--- src/hw/ols_consts.svh ---
// Purpose: named constants for the out-of-band output level selector
// Assumes: 100 MHz mclk
// Notes: symbol codes are 8b values ahead of the 8b/10b encoder
`ifndef OLS_CONSTS_SVH
`define OLS_CONSTS_SVH

`define OLS_CLK_PERIOD_NS 10
`define OLS_HOTPLUG_MS 500
`define OLS_HOTPLUG_CYC ((`OLS_HOTPLUG_MS * 1000000) / `OLS_CLK_PERIOD_NS)
`define OLS_TIMER_W 32

`define OLS_D24_3 8'h78
`define OLS_K28_5 8'hBC
`define OLS_D10_2 8'h4A
`define OLS_D27_3 8'h7B
`define OLS_D30_3 8'h7E
`define OLS_IDLE_CHAR 8'h00

`define OLS_IDX_LAST 2'h3
`define OLS_IDX_ZERO 2'h0

`endif

--- src/hw/ols_pkg.sv ---
// Purpose: types shared by the output level selector files
// Assumes: nothing beyond the constants header
// Notes: link events arrive as one-cycle pulses
package ols_pkg;

	typedef enum logic [2:0] {
		ST_WAIT_INIT,
		ST_COMSAS,
		ST_SAS_LINK,
		ST_SATA_LINK
	} ols_state_e;

	typedef struct packed {
		logic cominit_rx;
		logic comsas_tx_done;
		logic comsas_rx;
		logic comsas_timeout;
	} ols_link_in_s;

	typedef struct packed {
		logic [7:0] data;
		logic k;
		logic active;
	} ols_sym_s;

endpackage : ols_pkg

--- src/hw/ols_sym_gen.sv ---
// Purpose: character source for out-of-band bursts and the equalization pattern
// Assumes: serializer runs the chosen rate from rate_3g
// Notes: test pattern wins over burst; otherwise idle with active low
`timescale 1ns/1ps
`include "ols_consts.svh"

module ols_sym_gen (
	// clock and reset
	input wire logic mclk,
	input wire logic rst_n,
	// requests
	input wire logic burst_en,
	input wire logic rate_3g,
	input wire logic test_en,
	// character out
	output ols_pkg::ols_sym_s sym
);
	import ols_pkg::*;

	typedef struct packed {
		logic [1:0] idx;
		ols_sym_s sym;
	} ols_gen_s;

	ols_gen_s st_reg;
	ols_gen_s st_next;

	always_comb begin
		st_next = st_reg;
		st_next.sym.k = 1'b0;
		st_next.sym.active = 1'b1;
		if (test_en) begin
			st_next.idx = `OLS_IDX_ZERO;
			st_next.sym.data = `OLS_D30_3;
		end else if (burst_en && !rate_3g) begin
			st_next.idx = `OLS_IDX_ZERO;
			st_next.sym.data = `OLS_D24_3;
		end else if (burst_en) begin
			// align primitive, one character per cycle
			st_next.idx = st_reg.idx + 2'h1;
			unique case (st_reg.idx)
				2'h0: begin
					st_next.sym.data = `OLS_K28_5;
					st_next.sym.k = 1'b1;
				end
				2'h1, 2'h2: st_next.sym.data = `OLS_D10_2;
				2'h3: st_next.sym.data = `OLS_D27_3;
			endcase
		end else begin
			// burst always restarts at the comma
			st_next.idx = `OLS_IDX_ZERO;
			st_next.sym.data = `OLS_IDLE_CHAR;
			st_next.sym.active = 1'b0;
		end
	end

	always_ff @(posedge mclk) begin
		if (!rst_n) begin
			st_reg <= '0;
		end else begin
			st_reg <= st_next;
		end
	end

	assign sym = st_reg.sym;

endmodule : ols_sym_gen

--- src/hw/ols_level_sel.sv ---
// What this block does
// - with SATA support, first OOB after power-on or hard reset uses SATA levels.
// - no COMINIT within hot-plug timeout of first OOB: switch to SAS, repeat OOB.
// - still no COMINIT after second OOB timeout: start another OOB at SATA levels.
// - keep alternating SATA and SAS levels each timeout until COMINIT arrives.
// - COMSAS both sent and received: select SAS levels before speed negotiation.
// - on SAS levels and no COMSAS received: switch to SATA levels, restart OOB.
// - without SATA support always use SAS levels, never alternate.
// - OOB bursts carry D24.3 at 1.5 Gbps or ALIGN(0) at 3 Gbps.
// - test function can send the two-dword D30.3 equalization pattern.
//
// Purpose: picks SATA or SAS transmit output levels during out-of-band init
// Assumes: link events are one-cycle pulses from the OOB sequencer
// Notes: level_sas high means SAS levels; the analog driver follows it
`timescale 1ns/1ps
`include "ols_consts.svh"

module ols_level_sel #(
	parameter bit SATA_SUPPORT = 1'b1,
	parameter int unsigned HOTPLUG_CYC = `OLS_HOTPLUG_CYC
) (
	// clock and reset
	input wire logic mclk,
	input wire logic rst_n,
	// restart and link events
	input wire logic hard_reset,
	input ols_pkg::ols_link_in_s link_in,
	// burst content requests
	input wire logic burst_en,
	input wire logic rate_3g,
	input wire logic test_en,
	// level and sequencing outputs
	output logic level_sas,
	output logic oob_start,
	output logic sas_neg_start,
	output ols_pkg::ols_state_e state,
	// character out
	output ols_pkg::ols_sym_s tx_sym
);
	import ols_pkg::*;

	localparam logic [`OLS_TIMER_W-1:0] TIMER_LAST = `OLS_TIMER_W'(HOTPLUG_CYC - 1);

	typedef struct packed {
		ols_state_e state;
		logic level_sas;
		logic [`OLS_TIMER_W-1:0] timer;
		logic comsas_tx_seen;
		logic comsas_rx_seen;
		logic oob_start;
		logic neg_start;
	} ols_ctl_s;

	ols_ctl_s st_reg;
	ols_ctl_s st_next;
	logic expiry;
	logic comsas_both;

	assign expiry = (st_reg.timer == TIMER_LAST);
	assign comsas_both = (st_reg.comsas_tx_seen || link_in.comsas_tx_done)
		&& (st_reg.comsas_rx_seen || link_in.comsas_rx);

	always_comb begin
		st_next = st_reg;
		st_next.oob_start = 1'b0;
		st_next.neg_start = 1'b0;
		st_next.timer = expiry ? st_reg.timer : st_reg.timer + `OLS_TIMER_W'(1);
		if (hard_reset) begin
			// back to the first sequence, same as power-on
			st_next.state = ST_WAIT_INIT;
			st_next.level_sas = !SATA_SUPPORT;
			st_next.timer = '0;
			st_next.oob_start = 1'b1;
			st_next.comsas_tx_seen = 1'b0;
			st_next.comsas_rx_seen = 1'b0;
		end else begin
			unique case (st_reg.state)
				ST_WAIT_INIT: begin
					if (link_in.cominit_rx) begin
						st_next.state = ST_COMSAS;
						st_next.comsas_tx_seen = 1'b0;
						st_next.comsas_rx_seen = 1'b0;
					end else if (expiry) begin
						// only a SATA-capable part alternates
						if (SATA_SUPPORT) begin
							st_next.level_sas = !st_reg.level_sas;
						end
						st_next.timer = '0;
						st_next.oob_start = 1'b1;
					end
				end
				ST_COMSAS: begin
					st_next.comsas_tx_seen = st_reg.comsas_tx_seen || link_in.comsas_tx_done;
					st_next.comsas_rx_seen = st_reg.comsas_rx_seen || link_in.comsas_rx;
					if (comsas_both) begin
						// level step lands in the idle gap before negotiation
						st_next.level_sas = 1'b1;
						st_next.neg_start = 1'b1;
						st_next.state = ST_SAS_LINK;
					end else if (link_in.comsas_timeout) begin
						if (st_reg.level_sas && SATA_SUPPORT) begin
							st_next.level_sas = 1'b0;
							st_next.timer = '0;
							st_next.oob_start = 1'b1;
							st_next.state = ST_WAIT_INIT;
						end else begin
							st_next.state = ST_SATA_LINK;
						end
					end
				end
				ST_SAS_LINK: st_next.state = ST_SAS_LINK;
				ST_SATA_LINK: st_next.state = ST_SATA_LINK;
				default: st_next.state = ST_WAIT_INIT;
			endcase
		end
	end

	always_ff @(posedge mclk) begin
		if (!rst_n) begin
			st_reg.state <= ST_WAIT_INIT;
			st_reg.level_sas <= !SATA_SUPPORT;
			st_reg.timer <= '0;
			st_reg.comsas_tx_seen <= 1'b0;
			st_reg.comsas_rx_seen <= 1'b0;
			st_reg.oob_start <= 1'b1;
			st_reg.neg_start <= 1'b0;
		end else begin
			st_reg <= st_next;
		end
	end

	assign level_sas = st_reg.level_sas;
	assign oob_start = st_reg.oob_start;
	assign sas_neg_start = st_reg.neg_start;
	assign state = st_reg.state;

	ols_sym_gen u_sym_gen (
		.mclk(mclk),
		.rst_n(rst_n),
		.burst_en(burst_en),
		.rate_3g(rate_3g),
		.test_en(test_en),
		.sym(tx_sym)
	);

	logic rst_seen_reg;
	always_ff @(posedge mclk) begin
		rst_seen_reg <= rst_n;
	end
endmodule : ols_level_sel

--- config.mk ---
export PLATFORM = sky130hd
export DESIGN_NAME = ols_level_sel
export DESIGN_NICKNAME = d
export VERILOG_FILES = /design/src/hw/ols_pkg.sv /design/src/hw/ols_sym_gen.sv /design/src/hw/ols_level_sel.sv
export VERILOG_INCLUDE_DIRS = /design/src /design/src/hw
export SDC_FILE = /design/constraint.sdc
export NUM_CORES = 1
export LEC_CHECK = 0
export ABC_AREA = 1
export BUFFER_PORTS_ARGS = -buffer_cell sky130_fd_sc_hd__buf_2
export CAP_MARGIN = 40
export CORE_UTILIZATION = 40
export DETAILED_ROUTE_END_ITERATION = 8
export PLACE_DENSITY = 0.56
export SYNTH_ARGS = -nofsm -noshare
export SYNTH_HDL_FRONTEND = slang
export SYNTH_SLANG_ARGS = --single-unit
--- constraint.sdc ---
create_clock -name mclk -period 1.8 [get_ports mclk]
set_clock_uncertainty 0.2 [all_clocks]
set_input_delay 0.27 -clock mclk [delete_from_list [all_inputs] [get_ports mclk]]
set_output_delay 0.27 -clock mclk [all_outputs]
set_load 0.05 [all_outputs]
==> flow_summary.yaml <==
outcome:
  violations: "DRC"
  status: "finished with violations"
sta:
  finalSetupViolCount: 0
  fmax_ghz: 0.573
  rsz0062_at_grt: "yes"
  slew_viol_final: 0
  hold_violations: 0
  period_minus_slack_ns: 1.75
  fin_crit_sh_pct: 97.0
worst_setup_path:
  critical_path_arrival_ns: 1.77
  worstSetupPathType: "reg -> reg"
  cpPeakStageDelay_ns: 0.35
  critPathLaunchType: "register"
  critPathCaptureType: "register"
  worstPathRequired_ns: 1.83
  slowest_stage: "dfxtp_2"
  path_cells: "inv_2 > nor2_1 > nand4_1 > nor2_2 > nand3_1 > ha_1 > o31ai_2"
  cp_max_fo: 3
synthesis:
  yosysSeqAreaShare_pct: 35.7
  synth_edf_count: 0
  yosysTopAreaCellShare_pct: 35.7
  synthFlopType: "dfxtp_1"
  async_flop_share_pct: 0
  postSynthCellCount: 371
  synth.largest_area_cell: "dfxtp_1"
  avgSynthCellArea_um2: 7.26
  synthesis.nets: 385
  ys_types: 30
  yosysWarnings: 0
  yosys-top-cells-count: "nor2_1, nand2_1, dfxtp_1"
  yosysMostFrequentCell: "nor2_1"
  ys_ff_latch: 48
  syn-cell-area_mm2: 0.00269
  synth_area_leaders: "dfxtp_1, nor2_1, nand2_1, inv_1, xor2_1"
clock_network:
  clockBufferDepth: 2
  htreeDepth: 2
  cts_sinks: 48
  cts-hold-fix-buffers: 0
  clock_latency_ns: 0.31
  root_buffer: "clkbuf_8"
  cts_tree: "done"
  cts_buffers: 5
  clkSlewWorstSetupHoldPaths_ns: 0.09
final_layout:
  area_growth_pct: 17.3
  num-fill-cells: 626
  diodes: 0
  drive_above_1_share_pct: 32.0
  multiInputGateArea_mm2: 0.00150
  fin_cells: 483
  layout.area.seq_um2: 986
  largest_reg_flops: 34
  num-nets-final: 419
drt:
  via_per_inst: 4.89
  via_count: 2361
  avgRoutedWirePerCell_um: 12.1
  drc_errors: 4
  antenna_left: 0
  wirelength_um: 5860
  drtPass1Iterations: 6
  detail_route.iter0.violations: 115
place:
  io_buffers: 24
  dp.cells: 468
  routabilityCongestion: 0.880
  dpl.hpwl_um: 4410
global_routing:
  met1_usage_pct: 24.2
  grt_pass1_vias: 2173
  grtUsageMet2_pct: 28.2
  antenna_found_initial: 0
  grt_max_degree: 22
  grt-ovfl-total: 0
  grt_pass1_wl_um: 10100
  use_met3_pct: 3.66
  gr-usage-all-layers_pct: 18.0
  busiest_layer: "met2"
die:
  die_area_mm2: 0.00706
  coreArea_mm2: 0.00642
  start_util_pct: 41.9
  boundaryPins: 26
  std_cell_rows: 29
  die_w_um: 84.0
  die_h_um: 84.0
flow_run:
  cap_viol_max_count: 0
pwr:
  finalPower_uw: 2080
  ir_worst_vdd_mv: 0.348
  p_per_area_mw_per_mm2: 657
  p_leak_uw: 0.00121
worst_hold_path:
  hp-class: "in -> reg"
## metal layers
| layer | part of all wire, % | vias to the layer above |
|---|---|---|
| li1 | - | 1223 |
| met1 | 50 | 1088 |
| met2 | 45 | 42 |
| met3 | 3.1 | 8 |
| met4 | 1.7 | 0 |
| met5 | 0 | - |
## critical path: cells and delay by family (launching register included)
| kind | cells | cell delay, ns |
|---|---|---|
| adders and majority gates | 1 | 0.29 |
| buffers and inverters | 1 | 0.06 |
| and+or+nand+nor | 4 | 0.53 |
| AOI/OAI and AO/OA | 1 | 0.23 |
| DFF | 1 | 0.35 |
## worst paths after layout
| kind | start | to | slack, ns | cells past startpoint |
|---|---|---|---|---|
| worst max-delay path | st_reg[23] | st_reg[4] | 0.05 | 7 |
| worst min-delay path | test_en | u_sym_gen.sym[7] | 0.01 | 3 |
| worst max register to register | st_reg[23] | st_reg[4] | 0.05 | 7 |
| worst min register to register | u_sym_gen.st_reg[10] | u_sym_gen.st_reg[10] | 0.25 | 1 |
## repair_timing
action / 4_1_cts / 5_1_grt
pin swaps: 1 / 8
endpoints found under the setup margin: 1 / 30
buffers inserted: 0 / 7
gates resized for setup: 0 / 44
## power breakdown
| group | internal [µW] | total (µW) | leakage (µW) | switching [µW] |
|---|---|---|---|---|
| sequential | 1080 | 1090 | 0.000399 | 9.51 |
| combinational | 56.4 | 192 | 0.000761 | 136 |
| clock | 411 | 795 | 0.0000541 | 384 |
## placed cells by master (no fill, tap or decap), types with 2 or more instances in the layout
master,n
ha_1,3
o21ai_0,5
nand2_1,61
buf_4,16
inv_2,7
nand4_1,9
nor2_1,70
nand2_2,7
dfxtp_1,28
buf_2,24
o31ai_1,3
nor3_4,3
buf_6,2
inv_1,39
a21oi_2,2
nor2_2,14
xor2_1,17
nand3_4,3
xnor2_1,4
nor3_2,11
clkbuf_8,5
nor3_1,9
dfxtp_2,20
nand2_4,2
a21oi_1,8
nor2_4,6
nand3_1,16
## kinds of logic (layout without fill, tap and decap cells)
group,after synthesis,after routing,synth area share (%)
AOI/OAI and AO/OA,20,20,4.41
other,1,1,0.139
buffers and inverters,63,98,11.6
and+or+nand+nor,214,214,39.5
xor gates and xnor gates,21,21,6.83
DFF,48,48,35.7
adders and majority gates,4,4,1.86
## final cells by class
class / instances / area share (%)
Clock buffer: 5 / 2.18
Clock inverter: 3 / 1.35
Inverter: 47 / 5.66
Multi-Input combinational cell: 260 / 47.6
Sequential cell: 48 / 31.2
Tap cell: 77 / 3.05
Timing Repair Buffer: 43 / 8.95
## through the flow
step                util [%]  worst slack (ns)  cell area (µm²)  TNS, ns  hold slack, ns
floorplan                  -            0.0369             2690        0           0.187
global placement        44.8           -0.0511             2880  -0.0511           0.231
detailed placement      44.8          0.000283             2880        0           0.238
CTS                     46.5           0.00880             2990        0         0.00566
global route            49.2           -0.0301             3160  -0.0614          0.0220
finish                  49.2            0.0548             3160        0          0.0116
No activity file was read; power rests on OpenSTA's default activity.
